===== src/design/cpr_pkg.sv =====
/*
 * Shared constants and types of the CPU programmer register block.
 * Assumes one 20 MHz clock; memory read data is valid in the same
 * cycle as the address.
 */
package cpr_pkg;
    localparam int unsigned CLK_HZ = 20_000_000;
    localparam logic [15:0] SP_RESET = 16'h00FF;
    localparam logic [7:0] SP_LOW_PRESET = 8'hFF;
    localparam logic [15:0] VEC_RESET_HI = 16'hFFFE;
    localparam logic [15:0] VEC_RESET_LO = 16'hFFFF;
    localparam logic [15:0] VEC_BREAK = 16'hFFFC;
    localparam logic [15:0] VEC_BREAK_MON = 16'hFEFC;
    localparam logic [15:0] VEC_IRQ_TOP = 16'hFFFA;
    localparam int unsigned NUM_IRQ = 8;
    localparam int unsigned IRQ_EXT = 0;
    localparam logic [12:0] STAB_CYCLES = 13'h1000;
    localparam logic [2:0] STACK_BYTES = 3'h5;
    // Flag word bit positions
    localparam int unsigned FLG_V = 7;
    localparam int unsigned FLG_H = 4;
    localparam int unsigned FLG_I = 3;
    localparam int unsigned FLG_N = 2;
    localparam int unsigned FLG_Z = 1;
    localparam int unsigned FLG_C = 0;
    localparam logic [7:0] FLG_FIXED = 8'h60;
    localparam logic [7:0] FLG_RESET = 8'h68;
    // Register word indices on the bus
    localparam logic [2:0] IDX_WORK = 3'h0;
    localparam logic [2:0] IDX_INDEX = 3'h1;
    localparam logic [2:0] IDX_STACK = 3'h2;
    localparam logic [2:0] IDX_FETCH = 3'h3;
    localparam logic [2:0] IDX_FLAG = 3'h4;
    localparam logic [2:0] IDX_STATUS = 3'h5;

    typedef enum logic [3:0] {
        ALU_ADD, ALU_ADC, ALU_SUB, ALU_SBC, ALU_AND, ALU_OR, ALU_EOR,
        ALU_PASS, ALU_SHL, ALU_ROL, ALU_SHR, ALU_ROR, ALU_ASR, ALU_DAA
    } cpr_alu_op_t;

    typedef enum logic [3:0] {
        ST_VEC_HI, ST_VEC_LO, ST_RUN, ST_PUSH, ST_IVEC_HI, ST_IVEC_LO,
        ST_PULL, ST_WAIT, ST_STOP, ST_STAB
    } cpr_state_t;
endpackage


===== src/design/cpr_regs.sv =====
/*
 * Programmer register set of an 8-bit CPU: working byte, index pair,
 * stack top pointer, fetch pointer and flag word, with reset vector
 * load, interrupt and break entry, interrupt return, wait and stop.
 * Assumes an instruction sequencer drives the request ports, memory
 * returns read data combinationally, and software peeks and pokes the
 * registers over an Avalon-MM slave with waitrequest.
 */
`timescale 1ns/10ps

// Notes on behaviour
// - 8-bit working register feeds and takes ALU
// - 16-bit index pair from upper and lower byte
// - Stack pointer resets to 00FF
// - Low-byte preset forces FF, high kept
// - Push decrements, pull increments stack pointer
// - Fetch pointer increments, or loads jump target
// - Reset loads fetch pointer from FFFE/FFFF
// - Flag bits 6 and 5 always read one
// - Overflow flag on signed overflow, signed branches
// - Half carry from bit 3; decimal adjust
// - Mask blocks interrupts; set by reset, clear op
// - Stack registers, then set mask, then vector
// - Upper index byte never stacked by interrupts
// - Interrupt return pulls registers including mask
// - Highest priority pending request served first
// - Negative flag equals result bit 7
// - Zero flag when result is 00
// - Carry on add carry-out or subtract borrow
// - Wait clears mask, stops clock until interrupt
// - Stop likewise, but only the external request wakes it; clock resumes after stabilisation delay
// - Break forces trap opcode, loads break vector
// - Break at instruction end; return needs withdrawal
module cpr_regs import cpr_pkg::*; (
    input wire logic clk, // 20 MHz clock
    input wire logic rst, // Async reset, active high
    input wire logic a_we, // Write working register
    input wire logic [7:0] a_wd, // Working register data
    input wire logic h_we, // Write upper index byte
    input wire logic [7:0] h_wd, // Upper index data
    input wire logic x_we, // Write lower index byte
    input wire logic [7:0] x_wd, // Lower index data
    input wire logic sp_we, // Write stack pointer
    input wire logic [15:0] sp_wd, // Stack pointer data
    input wire logic sp_low_preset, // Stack low byte preset op
    input wire logic pc_we, // Load fetch pointer target
    input wire logic [15:0] pc_wd, // Fetch pointer target
    input wire logic pc_inc, // Fetch done, advance pointer
    input wire logic alu_go, // Apply ALU result and flags
    input wire cpr_alu_op_t alu_op, // ALU operation
    input wire logic [7:0] alu_a, // ALU first operand
    input wire logic [7:0] alu_b, // ALU second operand
    input wire logic alu_to_a, // ALU result into working reg
    input wire logic [7:0] flag_en, // Per-flag update enables
    input wire logic flag_we, // Write whole flag word
    input wire logic [7:0] flag_wd, // Flag word data
    input wire logic mask_clear_op, // Clear interrupt mask
    input wire logic mask_set_op, // Set interrupt mask
    input wire logic stk_push, // Push one byte
    input wire logic [7:0] stk_wdata, // Byte to push
    input wire logic stk_pull, // Pull one byte
    input wire logic instr_done, // Last cycle of instruction
    input wire logic interrupt_return_op, // Start interrupt return
    input wire logic wait_op, // Enter wait
    input wire logic stop_op, // Enter stop
    input wire logic [NUM_IRQ-1:0] irq_req, // Requests, bit 0 highest
    input wire logic brk_req, // Break request level
    input wire logic brk_match, // Break address match pulse
    input wire logic monitor_mode, // Monitor mode select
    input wire logic [7:0] mem_rdata, // Memory read data
    output logic [15:0] mem_addr, // Memory address
    output logic mem_rd, // Memory read strobe
    output logic mem_wr, // Memory write strobe
    output logic [7:0] mem_wdata, // Memory write data
    output logic [7:0] a_q, // Working register
    output logic [15:0] hx_q, // Index pair
    output logic [15:0] sp_q, // Stack pointer
    output logic [15:0] pc_q, // Fetch pointer
    output logic [7:0] flag_q, // Flag word
    output logic [7:0] alu_res, // ALU result
    output logic [7:0] stk_rdata, // Last byte pulled by stk_pull
    output logic signed_lt, // Signed less-than condition
    output logic signed_le, // Signed not-greater condition
    output logic busy, // Sequence owns memory
    output logic cpu_clk_en, // CPU clock running
    output logic ir_trap_load, // Put trap opcode in IR
    output logic in_break, // Inside break routine
    output logic irq_ack, // Interrupt vector fetch pulse
    output logic [2:0] irq_ack_id, // Serviced request index
    input wire logic [2:0] avs_address, // Word index
    input wire logic avs_read, // Read request
    input wire logic avs_write, // Write request
    input wire logic [31:0] avs_writedata, // Write data
    output logic [31:0] avs_readdata, // Read data
    output logic avs_waitrequest // Stall
);
    cpr_state_t state_reg, state_next;
    logic [7:0] a_reg, a_next, h_reg, h_next, x_reg, x_next;
    logic [15:0] sp_reg, sp_next, pc_reg, pc_next;
    logic [7:0] flg_reg, flg_next;
    logic [2:0] cnt_reg, cnt_next;
    logic [12:0] stab_reg, stab_next;
    logic [15:0] vec_reg, vec_next;
    logic [2:0] id_reg, id_next;
    logic brk_reg, brk_next;
    logic [7:0] pull_reg;
    logic acc_reg;
    logic [31:0] rdata_reg;
    logic [7:0] fu_res;
    logic fu_v, fu_h, fu_n, fu_z, fu_c;
    logic [2:0] irq_id;
    logic [15:0] irq_vec;
    logic [7:0] push_byte;

    wire run = (state_reg == ST_RUN);
    wire mask = flg_reg[FLG_I];
    wire [7:0] flg_rd = flg_reg | FLG_FIXED;
    wire irq_any = |irq_req;
    wire brk_take = instr_done && (brk_req || brk_match);
    wire irq_take = instr_done && !mask && irq_any;
    wire ret_go = run && interrupt_return_op;
    wire last_byte = (cnt_reg == STACK_BYTES - 3'h1);
    wire pull_end = (state_reg == ST_PULL) && last_byte;
    wire rebreak = pull_end && brk_reg && brk_req;
    wire bus_req = avs_read || avs_write;
    wire bus_wr = avs_write && acc_reg;
    wire wr_a = bus_wr && avs_address == IDX_WORK;
    wire wr_hx = bus_wr && avs_address == IDX_INDEX;
    wire wr_sp = bus_wr && avs_address == IDX_STACK;
    wire wr_pc = bus_wr && avs_address == IDX_FETCH;
    wire wr_flg = bus_wr && avs_address == IDX_FLAG;
    wire run_push = run && stk_push;
    wire run_pull = run && stk_pull && !stk_push;
    wire [15:0] brk_vec = monitor_mode ? VEC_BREAK_MON : VEC_BREAK;

    cpr_flag_unit u_flag (
        .opa(alu_a),
        .opb(alu_b),
        .cin(flg_reg[FLG_C]),
        .hin(flg_reg[FLG_H]),
        .op(alu_op),
        .res(fu_res),
        .v(fu_v),
        .h(fu_h),
        .n(fu_n),
        .z(fu_z),
        .c(fu_c)
    );

    // Lowest index wins among pending requests
    always_comb begin
        irq_id = 3'h0;
        for (int i = NUM_IRQ - 1; i >= 0; i--) begin
            if (irq_req[i]) begin
                irq_id = 3'(i);
            end
        end
        irq_vec = VEC_IRQ_TOP - {12'h000, irq_id, 1'b0};
    end

    // Stacking order: fetch low, fetch high, index low, work, flags
    always_comb begin
        case (cnt_reg)
            3'h0: push_byte = pc_reg[7:0];
            3'h1: push_byte = pc_reg[15:8];
            3'h2: push_byte = x_reg;
            3'h3: push_byte = a_reg;
            default: push_byte = flg_rd;
        endcase
    end

    assign mem_rd = (state_reg == ST_VEC_HI) || (state_reg == ST_VEC_LO)
        || (state_reg == ST_IVEC_HI) || (state_reg == ST_IVEC_LO)
        || (state_reg == ST_PULL) || run_pull;
    assign mem_wr = (state_reg == ST_PUSH) || run_push;
    assign mem_wdata = (state_reg == ST_PUSH) ? push_byte : stk_wdata;

    always_comb begin
        case (state_reg)
            ST_VEC_HI: mem_addr = VEC_RESET_HI;
            ST_VEC_LO: mem_addr = VEC_RESET_LO;
            ST_IVEC_HI: mem_addr = vec_reg;
            ST_IVEC_LO: mem_addr = vec_reg + 16'h0001;
            ST_PULL: mem_addr = sp_reg + 16'h0001;
            ST_RUN: mem_addr = run_pull ? sp_reg + 16'h0001 : sp_reg;
            default: mem_addr = sp_reg;
        endcase
    end

    // Sequencing of reset, entry, return and low-power states
    always_comb begin
        state_next = state_reg;
        cnt_next = cnt_reg;
        stab_next = stab_reg;
        vec_next = vec_reg;
        id_next = id_reg;
        brk_next = brk_reg;
        case (state_reg)
            ST_VEC_HI: state_next = ST_VEC_LO;
            ST_VEC_LO: state_next = ST_RUN;
            ST_RUN: begin
                cnt_next = 3'h0;
                if (brk_take) begin
                    state_next = ST_PUSH;
                    vec_next = brk_vec;
                    brk_next = 1'b1;
                end else if (irq_take) begin
                    state_next = ST_PUSH;
                    vec_next = irq_vec;
                    id_next = irq_id;
                end else if (ret_go) begin
                    state_next = ST_PULL;
                end else if (wait_op) begin
                    state_next = ST_WAIT;
                end else if (stop_op) begin
                    state_next = ST_STOP;
                end
            end
            ST_PUSH: begin
                cnt_next = cnt_reg + 3'h1;
                if (last_byte) begin
                    state_next = ST_IVEC_HI;
                end
            end
            ST_IVEC_HI: state_next = ST_IVEC_LO;
            ST_IVEC_LO: state_next = ST_RUN;
            ST_PULL: begin
                cnt_next = cnt_reg + 3'h1;
                if (rebreak) begin
                    state_next = ST_PUSH;
                    cnt_next = 3'h0;
                    vec_next = brk_vec;
                end else if (last_byte) begin
                    state_next = ST_RUN;
                    brk_next = 1'b0;
                end
            end
            ST_WAIT: begin
                if (irq_any) begin
                    state_next = ST_PUSH;
                    vec_next = irq_vec;
                    id_next = irq_id;
                end
            end
            ST_STOP: begin
                stab_next = STAB_CYCLES - 13'h1;
                if (irq_req[IRQ_EXT]) begin
                    state_next = ST_STAB;
                    vec_next = irq_vec;
                    id_next = irq_id;
                end
            end
            ST_STAB: begin
                stab_next = stab_reg - 13'h1;
                if (stab_reg == 13'h0) begin
                    state_next = ST_PUSH;
                end
            end
            default: state_next = ST_VEC_HI;
        endcase
    end

    // Register next values; sequencer beats the bus on a clash
    always_comb begin
        a_next = a_reg;
        h_next = h_reg;
        x_next = x_reg;
        sp_next = sp_reg;
        pc_next = pc_reg;
        flg_next = flg_reg;
        case (state_reg)
            ST_VEC_HI: pc_next[15:8] = mem_rdata;
            ST_VEC_LO: pc_next[7:0] = mem_rdata;
            ST_IVEC_HI: pc_next[15:8] = mem_rdata;
            ST_IVEC_LO: pc_next[7:0] = mem_rdata;
            ST_PUSH: begin
                sp_next = sp_reg - 16'h0001;
                if (last_byte) begin
                    flg_next[FLG_I] = 1'b1;
                end
            end
            ST_PULL: begin
                sp_next = sp_reg + 16'h0001;
                case (cnt_reg)
                    3'h0: flg_next = mem_rdata & ~FLG_FIXED;
                    3'h1: a_next = mem_rdata;
                    3'h2: x_next = mem_rdata;
                    3'h3: pc_next[15:8] = mem_rdata;
                    default: pc_next[7:0] = mem_rdata;
                endcase
            end
            ST_RUN: begin
                if (a_we) begin
                    a_next = a_wd;
                end else if (alu_go && alu_to_a) begin
                    a_next = fu_res;
                end else if (wr_a) begin
                    a_next = avs_writedata[7:0];
                end
                if (h_we || x_we) begin
                    h_next = h_we ? h_wd : h_reg;
                    x_next = x_we ? x_wd : x_reg;
                end else if (wr_hx) begin
                    {h_next, x_next} = avs_writedata[15:0];
                end
                if (sp_we) begin
                    sp_next = sp_wd;
                end else if (sp_low_preset) begin
                    sp_next[7:0] = SP_LOW_PRESET;
                end else if (run_push) begin
                    sp_next = sp_reg - 16'h0001;
                end else if (run_pull) begin
                    sp_next = sp_reg + 16'h0001;
                end else if (wr_sp) begin
                    sp_next = avs_writedata[15:0];
                end
                if (pc_we) begin
                    pc_next = pc_wd;
                end else if (pc_inc) begin
                    pc_next = pc_reg + 16'h0001;
                end else if (wr_pc) begin
                    pc_next = avs_writedata[15:0];
                end
                if (flag_we) begin
                    flg_next = flag_wd & ~FLG_FIXED;
                end else if (alu_go) begin
                    // Only the enabled flags change
                    flg_next[FLG_V] = flag_en[FLG_V] ? fu_v : flg_reg[FLG_V];
                    flg_next[FLG_H] = flag_en[FLG_H] ? fu_h : flg_reg[FLG_H];
                    flg_next[FLG_N] = flag_en[FLG_N] ? fu_n : flg_reg[FLG_N];
                    flg_next[FLG_Z] = flag_en[FLG_Z] ? fu_z : flg_reg[FLG_Z];
                    flg_next[FLG_C] = flag_en[FLG_C] ? fu_c : flg_reg[FLG_C];
                end else if (wr_flg) begin
                    flg_next = avs_writedata[7:0] & ~FLG_FIXED;
                end
                if (mask_clear_op || (!brk_take && !irq_take && !ret_go
                    && (wait_op || stop_op))) begin
                    flg_next[FLG_I] = 1'b0;
                end else if (mask_set_op) begin
                    flg_next[FLG_I] = 1'b1;
                end
            end
            default: flg_next = flg_reg;
        endcase
    end

    // Reset presets; the mask comes up set
    always_ff @(posedge clk or posedge rst) begin
        if (rst) begin
            state_reg <= ST_VEC_HI;
            a_reg <= 8'h00;
            h_reg <= 8'h00;
            x_reg <= 8'h00;
            sp_reg <= SP_RESET;
            pc_reg <= 16'h0000;
            flg_reg <= FLG_RESET;
        end else begin
            state_reg <= state_next;
            a_reg <= a_next;
            h_reg <= h_next;
            x_reg <= x_next;
            sp_reg <= sp_next;
            pc_reg <= pc_next;
            flg_reg <= flg_next;
        end
    end

    always_ff @(posedge clk or posedge rst) begin
        if (rst) begin
            cnt_reg <= 3'h0;
            stab_reg <= 13'h0000;
            vec_reg <= 16'h0000;
            id_reg <= 3'h0;
            brk_reg <= 1'b0;
            pull_reg <= 8'h00;
        end else begin
            cnt_reg <= cnt_next;
            stab_reg <= stab_next;
            vec_reg <= vec_next;
            id_reg <= id_next;
            brk_reg <= brk_next;
            pull_reg <= run_pull ? mem_rdata : pull_reg;
        end
    end

    // One stall cycle per access keeps read data registered
    always_ff @(posedge clk or posedge rst) begin
        if (rst) begin
            acc_reg <= 1'b0;
            rdata_reg <= 32'h0000_0000;
        end else begin
            acc_reg <= bus_req && !acc_reg;
            if (avs_read && !acc_reg) begin
                case (avs_address)
                    IDX_WORK: rdata_reg <= {24'h000000, a_reg};
                    IDX_INDEX: rdata_reg <= {16'h0000, h_reg, x_reg};
                    IDX_STACK: rdata_reg <= {16'h0000, sp_reg};
                    IDX_FETCH: rdata_reg <= {16'h0000, pc_reg};
                    IDX_FLAG: rdata_reg <= {24'h000000, flg_rd};
                    IDX_STATUS: rdata_reg <= {24'h000000, 3'h0, !run,
                        state_reg == ST_STAB, state_reg == ST_STOP,
                        state_reg == ST_WAIT, brk_reg};
                    default: rdata_reg <= 32'h0000_0000;
                endcase
            end
        end
    end

    assign avs_waitrequest = bus_req && !acc_reg;
    assign avs_readdata = rdata_reg;
    assign a_q = a_reg;
    assign hx_q = {h_reg, x_reg};
    assign sp_q = sp_reg;
    assign pc_q = pc_reg;
    assign flag_q = flg_rd;
    assign alu_res = fu_res;
    assign stk_rdata = pull_reg;
    assign signed_lt = flg_reg[FLG_N] ^ flg_reg[FLG_V];
    assign signed_le = flg_reg[FLG_Z] | signed_lt;
    assign busy = !run;
    assign cpu_clk_en = !((state_reg == ST_WAIT) || (state_reg == ST_STOP)
        || (state_reg == ST_STAB));
    assign ir_trap_load = run && brk_take || rebreak;
    assign in_break = brk_reg;
    assign irq_ack = (state_reg == ST_IVEC_HI) && !brk_reg;
    assign irq_ack_id = id_reg;
endmodule


===== src/design/cpr_flag_unit.sv =====
/*
 * Eight-bit arithmetic unit with its condition flags.
 * Purely combinational; the caller decides which flags to keep.
 */
`timescale 1ns/10ps
module cpr_flag_unit import cpr_pkg::*; (
    input wire logic [7:0] opa, // First operand
    input wire logic [7:0] opb, // Second operand
    input wire logic cin, // Carry flag in
    input wire logic hin, // Half-carry flag in
    input wire cpr_alu_op_t op, // Operation
    output logic [7:0] res, // Result
    output logic v, // Overflow
    output logic h, // Half carry
    output logic n, // Negative
    output logic z, // Zero
    output logic c // Carry or borrow
);
    logic [8:0] wide;
    logic [4:0] low;
    logic cuse;
    logic [7:0] adj;

    always_comb begin
        wide = 9'h000;
        low = 5'h00;
        adj = 8'h00;
        cuse = (op == ALU_ADC || op == ALU_SBC) ? cin : 1'b0;
        res = opa;
        v = 1'b0;
        h = hin;
        c = cin;
        case (op)
            ALU_ADD, ALU_ADC: begin
                wide = {1'b0, opa} + {1'b0, opb} + {8'h00, cuse};
                low = {1'b0, opa[3:0]} + {1'b0, opb[3:0]} + {4'h0, cuse};
                res = wide[7:0];
                c = wide[8];
                h = low[4];
                v = (opa[7] == opb[7]) && (res[7] != opa[7]);
            end
            ALU_SUB, ALU_SBC: begin
                wide = {1'b0, opa} - {1'b0, opb} - {8'h00, cuse};
                res = wide[7:0];
                c = wide[8];
                v = (opa[7] != opb[7]) && (res[7] != opa[7]);
            end
            ALU_AND: res = opa & opb;
            ALU_OR: res = opa | opb;
            ALU_EOR: res = opa ^ opb;
            ALU_PASS: res = opb;
            ALU_SHL, ALU_ROL: begin
                res = {opa[6:0], (op == ALU_ROL) ? cin : 1'b0};
                c = opa[7];
                v = res[7] ^ opa[7];
            end
            ALU_SHR, ALU_ROR, ALU_ASR: begin
                res = {(op == ALU_ROR) ? cin : ((op == ALU_ASR) ? opa[7] : 1'b0),
                    opa[7:1]};
                c = opa[0];
                v = res[7] ^ opa[0];
            end
            ALU_DAA: begin
                // Correction chosen from half carry and carry
                adj[3:0] = (hin || opa[3:0] > 4'h9) ? 4'h6 : 4'h0;
                adj[7:4] = (cin || opa > 8'h99) ? 4'h6 : 4'h0;
                res = opa + adj;
                c = cin || (opa > 8'h99);
            end
            default: res = opa;
        endcase
        n = res[7];
        z = (res == 8'h00);
    end
endmodule


===== config.mk =====
export PLATFORM = sky130hd
export DESIGN_NAME = cpr_regs
export DESIGN_NICKNAME = d
export VERILOG_FILES = /design/src/design/cpr_pkg.sv /design/src/design/cpr_regs.sv /design/src/design/cpr_flag_unit.sv
export SDC_FILE = /design/constraint.sdc
export NUM_CORES = 1
export LEC_CHECK = 0
export ABC_AREA = 1
export BUFFER_PORTS_ARGS = -buffer_cell sky130_fd_sc_hd__buf_4
export CORE_MARGIN = 2
export CORE_UTILIZATION = 55
export CTS_CLUSTER_SIZE = 12
export DETAILED_ROUTE_END_ITERATION = 12
export GPL_TIMING_DRIVEN = 0
export PLACE_DENSITY = 0.83
export SLEW_MARGIN = 20
export SYNTH_ARGS = -nofsm -noshare
export SYNTH_HDL_FRONTEND = slang
export SYNTH_SLANG_ARGS = --single-unit

===== constraint.sdc =====
create_clock -name clk -period 5.1 [get_ports clk]
set_input_delay 0.51 -clock clk [delete_from_list [all_inputs] [get_ports clk]]
set_output_delay 0.51 -clock clk [all_outputs]
set_load 0.02 [all_outputs]

# Word level (Yosys, flattened, before mapping)
# Index checks and enable logic that the tools add are counted.
# op_classes
n_bitwise	7
n_reduce_logical	91
eq_ne	71
magnitude_cmp	2
muxes	100
addsub	14
# ops
operator	count
two-way mux 16 bit	13
case mux 16 bit (6 select lines)	2
two-way mux 8 bit	19
case mux 8 bit (9 select lines)	1
case mux 16 bit (4 select lines)	1
adder 16 x 1 -> 16 bit, second input constant	3
two-way mux 3 bit	16
case mux 16 bit (3 select lines)	1
case mux 8 bit (3 select lines)	2
two-way mux 4 bit	11
case mux 4 bit (9 select lines)	1
== test 4 x 3 -> 1 bit, second input constant	8
== test 4 bit, second input constant	8
case mux 8 bit (2 select lines)	2
case mux 8 bit (4 select lines)	1
logical AND 1 bit	26
case mux 13 bit (2 select lines)	1
AND reduction 5 bit	5
inequality test 2 bit, second input constant	10
inequality test 4 bit, second input constant	5
AND reduction 4 bit	5
two-way mux 1 bit	19
case mux 3 bit (3 select lines)	2
logical OR 1 bit	17
other kinds (58)	106
# totals
ff_bits	143
in_bits	176
elab_cells	307

# Logic depth before layout (Yosys ltp)
# Gate-level depths: netlist of run 1.
# depth
word_depth	13
mapped_depth	20

# Cells and area by module
# Synthesis of run 1 repeated with hierarchy kept, for this count alone.
# unflattened
hier_cells	1921
area_unflattened_um2	11748.8
# modules_own_cells
module	instances	cells_each	area_per_inst_um2
cpr_regs	1	1510	9557.9
cpr_flag_unit	1	411	2190.9

# Worst setup path after synthesis of run 1
# No wires, ideal clock.
# synth_timing
path_type	input to register
start	in alu_op[0]
end	reg flg_reg[1]
t_arrival_ns	2.886
path_stages	19
setup_time_ns	0.077
required_time_ns	5.023
slack_ns	2.137
path_cell_list	buf_2 > nand2_1 > nor2_1 > inv_1 > fa_1 > fa_1 > nand2_1 > nand2_1 > nand2_1 > nand2_1 > nor2_1 > nand4_1 > nor2_1 > nand2_1 > nor2_1 > nand4_1 > nand2_1 > nand2_1 > a21oi_1
# synth_via
elab_chain_len	10
word_cells_on_any_way	31
# synth_rtl
element	line_no	text
start, declared	cpr_regs.sv:50	input wire cpr_alu_op_t alu_op,
== test 4 x 1 -> 1 bit / == test 4 x 2 -> 1 bit (equally long branches)	cpr_flag_unit.sv:28, cpr_flag_unit.sv:33	
logical OR 1 bit	cpr_flag_unit.sv:28	cuse = (op == ALU_ADC || op == ALU_SBC) ? cin : 1'b0;
two-way mux 1 bit	cpr_flag_unit.sv:28	
subtractor 9 x 1 -> 9 bit / adder 9 x 1 -> 9 bit (equally long branches)	cpr_flag_unit.sv:43, cpr_flag_unit.sv:35	
case mux 8 bit (9 select lines) (*)	cpr_flag_unit.sv:33	case (op)
net alu_res[2]	cpr_regs.sv:80	output logic [7:0] alu_res,
logical NOT 8 bit (*)	cpr_flag_unit.sv:73	z = (res == 8'h00);
two-way mux 1 bit (*)	cpr_regs.sv:331	flg_next[FLG_Z] = flag_en[FLG_Z] ? fu_z : flg_reg[FLG_Z];
two-way mux 3 bit (*)	cpr_regs.sv:326	end else if (alu_go) begin
two-way mux 8 bit (*)	cpr_regs.sv:324	if (flag_we) begin
case mux 3 bit (2 select lines) (*)	cpr_regs.sv:271	case (state_reg)
end signal, assigned	cpr_regs.sv:364	flg_reg <= flg_next;
end, declared	cpr_regs.sv:100	logic [7:0] flg_reg, flg_next;
# Mark *: on every way through the listed nets, which the timed path passes. The rest lies on a longest branch. The select of a mux whose other input is x is not followed.
# A chain may end at the register's enable or synchronous reset.

# Worst setup path in the final report of run 1
# layout_timing
start	reg flg_reg[0]
end	out alu_res[7]
# layout_via
elab_chain_len	4
word_cells_on_any_way	8
# layout_rtl
element	line_no	text
logical OR 1 bit	cpr_flag_unit.sv:66	adj[7:4] = (cin || opa > 8'h99) ? 4'h6 : 4'h0;
two-way mux 3 bit	cpr_flag_unit.sv:66	
adder 8 bit	cpr_flag_unit.sv:67	res = opa + adj;
case mux 8 bit (9 select lines) (*)	cpr_flag_unit.sv:33	
end, declared	cpr_regs.sv:80	
# Every way passes the cells marked *; elsewhere a longest branch is shown, timed or not.

==> results of run 1 <==
## power groups by stage
stage | combinational [mW] | sequential, mW | clock [mW]
finish | 5.29 | 1.89 | 1.26
floorplan | 2.80 | 2.08 | 0
CTS | 5.14 | 1.84 | 1.25
global placement | 5.00 | 1.85 | 0
detailed placement | 5.10 | 1.85 | 0
global route | 5.63 | 1.91 | 1.29
## final timing paths
kind                       slack, ns    startpoint     endpoint
setup / recovery                1.05    flg_reg[0]   alu_res[7]
hold / removal                  0.14           rst  stab_reg[4]
setup reg to reg                1.62    flg_reg[0]   flg_reg[1]
hold reg to reg                 0.48   vec_reg[14]  vec_reg[14]
max in group asynchronous       4.16           rst      sp_q[5]
min in group clk                0.26  monitor_mode   vec_reg[8]
## placed cells by master (no fill, tap or decap), drive strengths merged, types with 21 or more instances in the layout
| cell | count |
|---|---|
| nand3 | 89 |
| o211ai | 21 |
| nand4 | 28 |
| dfrtp | 108 |
| inv | 259 |
| a31oi | 22 |
| clkbuf | 47 |
| nor2 | 241 |
| xor2 | 21 |
| nand2 | 417 |
| a22oi | 25 |
| nor3 | 28 |
| o21ai | 144 |
| a21oi | 101 |
| o22ai | 28 |
| ha | 46 |
| buf | 327 |
## metrics by stage
step           cell area, µm²  TNS (ns)  instances
2_1_floorplan           11370         0       1781
3_3_place_gp            13810   -0.8135       2331
3_5_place_dp            13840         0       2332
4_1_cts                 14450         0       2364
5_1_grt                 14450         0       2364
6_report                14450         0       2364
## kinds of logic (layout without fill, tap and decap cells)
family,Yosys count,after routing,share of synthesized area [%]
flip-flops,117,117,25.98
XOR/XNOR,24,24,1.858
AO/OA/AOI/OAI,413,413,22.42
other,2,18,0.06639
multiplexers,1,1,0.08849
buffers and inverters,332,645,12.11
AND/OR/NAND/NOR,825,825,31.50
adder cells (fa/ha/maj),51,51,5.973
## layer usage
metal | track usage (%) | vias up
met5 | 0 | -
met4 | 23.41 | 2
met3 | 15.37 | 304
met2 | 68.64 | 1249
met1 | 59.81 | 6682
li1 | - | 6478
## area by class of cell
class | instances | area (µm²) | share of cell area [%]
plain buffers | 75 | 405.4 | 2.806
clock buffers | 18 | 439.2 | 3.039
clock inverters | 14 | 165.2 | 1.143
inverters | 257 | 969.7 | 6.711
multi-input cells | 1332 | 7063 | 48.88
flip-flops and latches | 117 | 2939 | 20.34
well taps | 270 | 337.8 | 2.338
repair buffers | 281 | 2130 | 14.74
==> run summary, run 1 <==
The final HPWL from detailed placement is approximately 40 mm. The signal on the critical path passes through nand2_1 -> nor2_1 -> fa_1 -> ha_1 -> o21ai_0 -> nand2_1 -> nand3_1 -> nand3_1 -> nand3_1 -> nand3_1 -> nand2_1 -> inv_1 -> buf_4 -> buf_4. The number of buffers and inverters on the critical path is 3. For this design the total switching power over the nets is 4.547 mW. The setup path with the least slack is of type reg2out. The most common cell in the synthesized netlist is sky130_fd_sc_hd__nand2_1. The routability congestion estimate from global placement is 1.040. The cell row count came out at 52. The sequential fraction of design power came out at ~22%. For this design the static power due to leakage is roughly 7.4 nW. The delay of the slowest cell on the worst path is just over 0.6 ns.

Counting flops and latches in the post-synthesis netlist gives between 100 and 150. Timing analysis after detailed placement gives a worst setup slack of roughly 1.4 ns. The net count of the finished layout is about 2300. Final hold analysis gives a worst-case slack of 0.1440 ns. The initial antenna violation count is 2. The overall track demand over capacity in global routing is a little under half.

The utilization after layout came out at a little under three quarters. Ranked by instance count, the synthesized netlist is headed by sky130_fd_sc_hd__nand2_1, sky130_fd_sc_hd__inv_1, sky130_fd_sc_hd__nor2_1, sky130_fd_sc_hd__o21ai_0, sky130_fd_sc_hd__dfrtp_1. Yosys attributes the largest share of cell area to sky130_fd_sc_hd__dfrtp_1, sky130_fd_sc_hd__nand2_1, sky130_fd_sc_hd__inv_1. Dividing the detail-routed wire length by the instance count gives around 22 µm. The uppermost layer routed is met5. The worst clock skew is ~0.016 ns. Internal power comes to about 3.9 mW. The ratio of routed vias to standard cells is about 6.2. Detailed routing placed a total of ~21 mm of wire on met2. The initial utilization of the core area, before any placement, comes to approximately 56%. The number of buffers inserted by hold repair at cts came out at 0. The pin count of the biggest net entering global routing is 61. Of the available clock period, the critical path in the final layout requires about 80%.

The slew at the pin closest to its max-slew limit came out at 0.9448 ns. The number of buffers created by CTS is 17. approximately 330 I/O pins were placed.

After clock tree synthesis, the setup repair step added 0 buffers. Synthesis produced a netlist whose cell count is about 1800. The required time at the endpoint of the critical path is 4.59 ns. The quantity of I/O buffers inserted on ports is between 200 and 300. Counting flops with a built-in enable in the synthesized netlist gives 0.

Yosys mapped the design onto a little under 70 distinct sky130hd cell types. The number of global-route vias before repair came out at roughly 14000. Broken down by cell family, the worst path's largest delay share belongs to simple AND/OR/NAND/NOR gates. The proportion of total power due to net switching came out at 53.81%. The worst max-slew margin expressed relative to the limit is 36.53%.

The combinational fraction of design power is a little over three fifths. Counting buffers and inverters, the worst setup path is 14 cells deep. Setup repair after global routing left no endpoint under its margin. The first TritonRoute pass finished after 8 iterations.

The final-report hold violation count came out at 0. The tree built by TritonCTS fans out to 117 sinks. Summing over every cut layer, the via total after detailed routing is approximately 15000. The worst hold path belongs to the class in2async.

The die height came out at ~150 µm. The slowest stage of the critical path belongs to the cell sky130_fd_sc_hd__dfrtp_1. The upper clock frequency limit is 246.7 MHz. The number of warnings issued by yosys came out at 0. The arrival time at the worst endpoint is around 3.5 ns. The post-cts sizing count came out at 0. For the worst flop-to-flop path, the logic depth is 18. The clock passes through at most 2 buffers.

The number of DRC markers in iteration 0 came out at 1977. Summed over all instances, the cell type with the most area after synthesis is sky130_fd_sc_hd__dfrtp_1. The top-area cell type share of the netlist area came out at about a quarter. The TritonCTS clock tree is done.

The maximum level of the CTS H-tree came out at 4. The power per cell area is approximately 580 nW/µm². The first-pass GRT wire length is between 70 and 80 mm. The worst setup path is captured at an output port.

Counting I/O delays and the setup requirement, the final critical path takes between 4 and 5 ns. The average instance area after synthesis is ~6.4 µm². The max-slew violation count came out at 0. The synthesized area came out at ~11000 µm².

The cell seen most often among critical-path stages is sky130_fd_sc_hd__nand3_1. In this run the clock root is driven by a sky130_fd_sc_hd__clkbuf_16. The flow ran to the end, and the final reports show no timing, DRC or antenna violations. At the later pin of the worst-skew pair, clock insertion delay measures between 0.4 and 0.5 ns. The layout cell share with drive strength beyond 1 came out at between 20% and 30%. The met3 wire length came out at 8.020 mm. The final count of negative-setup-slack endpoints came out at 0.

Power comes to ~8.4 mW. Along the worst path, the maximum fanout reaches 6. The antenna diode count came out at 0. The post-route DRC violation count is 0.

The fraction of synthesis flops using an asynchronous set or reset pin came out at 100.0%. The final-layout fill cell count is 1715. The area added between synthesis and finish is 27.73%. IR analysis of the VDD net gives a maximum drop of between 400 and 500 µV. The tool flagged a number of max-cap violations equal to 0. For this run, the leading register cell type out of synthesis is sky130_fd_sc_hd__dfrtp_1. Measured along the x axis, the die boundary spans around 150 µm.

The total congestion overflow came out at 0. The worst setup path is launched from a register. The number of nets with antenna violations after routing came out at 0. The overall die area came out at around 22000 µm². In the final routing, the length of wire on met1 measures about 18 mm.

The share of the Yosys chip area taken by registers is between 20% and 30%. The final wirelength came out at about 51 mm. Clock-pin slew was measured on the worst setup and hold paths at 0.06 ns.

The clock share of power came out at between 10% and 20%. The standard cell core area is between 20000 and 25000 µm². The least setup slack across all paths after layout is 1.046 ns.
Power figures use the tool's default switching activity.
==> run 2: changes to the inputs <==
Settings changed: ABC_AREA 1 to 0, CORE_UTILIZATION 55 to 49, PLACE_DENSITY 0.83 to 0.78.
Clock period 5.1 ns to 3.55 ns, I/O delays scaled along.
==> run summary, run 2 <==
Relative to the synthesized area, the layout overhead comes to 29.98%. The type of origin of the critical path is a register. In this run the register-to-register setup slack is -0.07 ns.

The tree is rooted in a sky130_fd_sc_hd__clkbuf_16. The CTS sink count came out at between 100 and 150. The endpoint identified for the worst register-to-register timing path is flg_reg[1].

The final HPWL from detailed placement came out at 41.24 mm. The overall die area is ~24000 µm². Of the total power, combinational logic draws between 60% and 70%.

The starting density of the core is about 50%. After clock tree synthesis, the clock-pin slew on the worst setup and hold paths is 0.06 ns. The kind of cell with the highest combined delay on the critical path is compound AO/OA/AOI/OAI gates. The final critical-path required period came out at 3.673 ns.

Yosys attributes the largest share of cell area to sky130_fd_sc_hd__dfrtp_1, sky130_fd_sc_hd__a21oi_1, sky130_fd_sc_hd__nand2_1. The quantity of I/O buffers inserted on ports is ~280. The number of global-route vias before repair came out at 13040. Summing the sequential cell areas from Yosys gives 25.86% of the chip area.

TritonCTS built the clock tree. The post-route DRC violation count came out at 0. The max-slew violation count came out at 0. The count of cells along the worst hold path is 3. In this run the tightest slew margin relative to its limit is a little over a quarter. The first global-routing pass estimated 78.09 mm of wire. In this run, the number of DRC markers left after iteration 0 of detailed routing was about 1600. The switching power came out at 6.465 mW. sky130_fd_sc_hd__nand2_1 is the most common cell in the netlist. The fraction of synthesis flops using an asynchronous set or reset pin came out at between 90% and 100%. The multi-input gate area in the final layout came out at about 8000 µm². The final count of negative-setup-slack endpoints came out at 3. Sequential cells burn 23.0% of the power. The worst register-to-register path begins at flg_reg[0]. The ratio of routed vias to standard cells is roughly 6.5. In this run the number of H-tree levels came out at 4. Together, buffers and inverters on the worst path number 3. In this design, the critical path's most frequently occurring cell is sky130_fd_sc_hd__buf_6. The worst reg-to-reg path cell count is 14.

The total via count after detailed routing is approximately 14000. The least setup slack across all paths after layout is -0.1229 ns. The layout cell share with drive strength beyond 1 is around a quarter.

Dividing the detail-routed wire length by the instance count gives approximately 25 µm. The initial antenna violation count came to 1. The flip-flop and latch count after synthesis is between 100 and 150.

The post-route cell area came out at ~15000 µm². After synthesis the cells add up to between 10000 and 15000 µm². The top-area cell type share of the netlist area came out at 23.78%. The worst setup path is captured at an output port. The overall track demand over capacity in global routing came out at 42.21%.

The filler cells instantiated in the layout total about 2100. The cell row count came out at 55. The checks that failed: setup timing. The routability congestion estimate from global placement is just over 1. After the last flow step, the layout net total stands at just over 2000.

The startpoint identified for the worst hold timing path is mem_rdata[1]. The largest total area in the synthesized netlist belongs to sky130_fd_sc_hd__dfrtp_1. The most used flip-flop cell after synthesis is sky130_fd_sc_hd__dfrtp_1.

The worst hold path terminates at stk_rdata[1]. The length of the first detailed-routing pass in iterations came out at 6. At the pin with the least slew margin, the transition time is about 1.1 ns. Setup repair after global routing could not meet its margin everywhere.

Max-cap violations in this run came to 0. The number of nets with antenna violations after routing came out at 0. The required time at the endpoint of the critical path came out at 3.19 ns. IR analysis of the VDD net gives a maximum drop of about 380 µV. The final-report hold violation count came out at 0.

The number of enable-type register cells in the synthesized netlist is 0. Clock latency on the worst-skew pair, taken at its later pin, is ~0.44 ns. The largest fanout on the critical path is 3. The core region is roughly 23000 µm².

The share of the clock period used by the worst path after layout came out at 103.5%. Clock tree synthesis inserted a total of 17 buffers. The total congestion overflow is 0. In this run the worst hold path is classified as in2reg. Among all stages on the critical path, the largest delay is contributed by sky130_fd_sc_hd__fa_2. The proportion of total power due to net switching is 52.16%. Dividing total power by cell area gives a power density of ~840 nW/µm². The delay of the slowest cell on the worst path came out at ~0.60 ns. The netlist uses slightly above 80 different library cells.

By startpoint and endpoint, the worst setup path is classified as reg2out. Entering global routing, the biggest net connects 74 pins. The final wirelength came out at around 53 mm.

The area occupied by registers came out at 2940 µm². The critical path goes through nand3_4 -> inv_2 -> fa_2 -> ha_4 -> o21ai_4 -> a2111oi_4 -> mux2i_1 -> a21oi_1 -> a21oi_2 -> o22ai_4 -> buf_6 -> buf_6. Static timing analysis puts the maximum clock frequency at 272.3 MHz. The instance area at placement came out at ~14000 µm². In this run the static leakage power is 6.522 nW. The average instance area after synthesis is ~7.4 µm². From left edge to right edge, the die measures between 150 and 200 µm. The final standard cell count with taps included and fillers excluded is 2150. During synthesis, Yosys emitted a total of 0 warnings. The number of I/O pins is between 300 and 400. The flow ran to the end, but the final reports show violations. The most frequent standard cell in the layout excluding fill and tap cells is sky130_fd_sc_hd__buf_4. In the synthesized netlist, the cells that appear most often are sky130_fd_sc_hd__nand2_1, sky130_fd_sc_hd__nor2_1, sky130_fd_sc_hd__a21oi_1, sky130_fd_sc_hd__o21ai_0, sky130_fd_sc_hd__dfrtp_1.

The cell count after synthesis came out at between 1500 and 2000. The clock share of power came out at around 15%. The arrival time at the worst endpoint is about 3.3 ns.

The maximum count of clock buffers along a single path came out at 2. The top cell types in the final layout, fill and taps aside, are sky130_fd_sc_hd__buf_4, sky130_fd_sc_hd__nand2_1, sky130_fd_sc_hd__nor2_1, sky130_fd_sc_hd__a21oi_1, sky130_fd_sc_hd__o21ai_0. Cell internal power was estimated by the tool at ~5.9 mW.

The worst clock skew is around 0.015 ns. The total placed cells including tap cells is ~2100. The die height came out at 156.3 µm.
-- run 2: changes by cell type after synthesis, sizes merged, moves of 23 or more --
cell and change:
nand2 -233, inv -186, nor2 -82, nand3 -59, clkbuf +54, a21oi +51
mux2i +30, nand2b +23, nor2b +23
-- run 2: logic make-up (layout without fill, tap and decap cells) --
logic type               after synthesis  in the layout  share of synthesized area (%)
AO/OA/AOI/OAI                        518            518                          28.97
XOR/XNOR                              50             50                          3.854
adder cells (fa/ha/maj)               51             51                          5.946
buffers and inverters                198            515                          7.542
flip-flops                           117            117                          25.86
multiplexers                          53             53                          5.505
other                                  2             19                        0.06609
AND/OR/NAND/NOR                      542            542                          22.25
-- run 2: final cells by class --
| class | count | share of cell area, % |
|---|---|---|
| Antenna cell | 1 | 0.01694 |
| Buffer | 121 | 3.897 |
| Clock buffer | 17 | 2.880 |
| Clock inverter | 15 | 1.245 |
| Inverter | 69 | 1.787 |
| Multi-Input combinational cell | 1232 | 52.80 |
| Sequential cell | 117 | 19.91 |
| Tap cell | 285 | 2.414 |
| Timing Repair Buffer | 293 | 15.05 |
-- run 2: worst max path at each step --
stage | from | to | cells after the start
after global placement | rst | stk_rdata[7] | 2
after detailed placement | alu_op[2] | alu_res[7] | 17
final | flg_reg[0] | alu_res[7] | 12
after floorplan | alu_op[0] | flg_reg[1] | 14
after global routing | flg_reg[0] | alu_res[7] | 12
after CTS | flg_reg[0] | alu_res[7] | 12
-- run 2: power groups by stage --
stage	Clock, mW	Sequential (mW)	Combinational [mW]
after global routing	1.91	2.87	8.16
after detailed placement	0	2.79	7.36
after CTS	1.85	2.76	7.51
after floorplan	0	3.01	4.09
after global placement	0	2.78	7.24
final	1.86	2.85	7.68
-- run 2: per-stage QoR --
step,TNS [ns],utilization [%],setup slack [ns],power [mW],hold WS (ns)
4_1_cts,-0.2555,64.85,-0.1561,12.12,0.1348
6_report,-0.1913,65.04,-0.1229,12.39,0.1387
5_1_grt,-0.6311,65.04,-0.2091,12.94,0.1533
3_5_place_dp,-6.951,61.35,-1.158,10.15,0.4089
2_1_floorplan,0,-,0.0002849,7.107,0.4338
3_3_place_gp,-169.11,61.16,-1.493,10.02,0.4539
-- run 2: tightest hold or removal path: cells and delay by family --
kind          cells  cell delay, ns
buf+inv           1            0.09
simple gates      2            0.09
-- run 2: what timing repair did --
action / CTS / global route
setup endpoints to repair: 28 / 17
pin swaps: 9 / 9
buffers inserted: 9 / 2
endpoints found under the hold margin: 35 / 0
resized for setup: 29 / 14
cloned: 0 / 0
hold buffers: 1 / 0
-- run 2: metal layers --
metal	wire length, µm	global-route usage (%)	share of wire [%]
met5	0	0	0
met4	3035	21.89	5.7
met3	6121	9.582	12
met2	24570	68.70	46
met1	19290	52.40	36
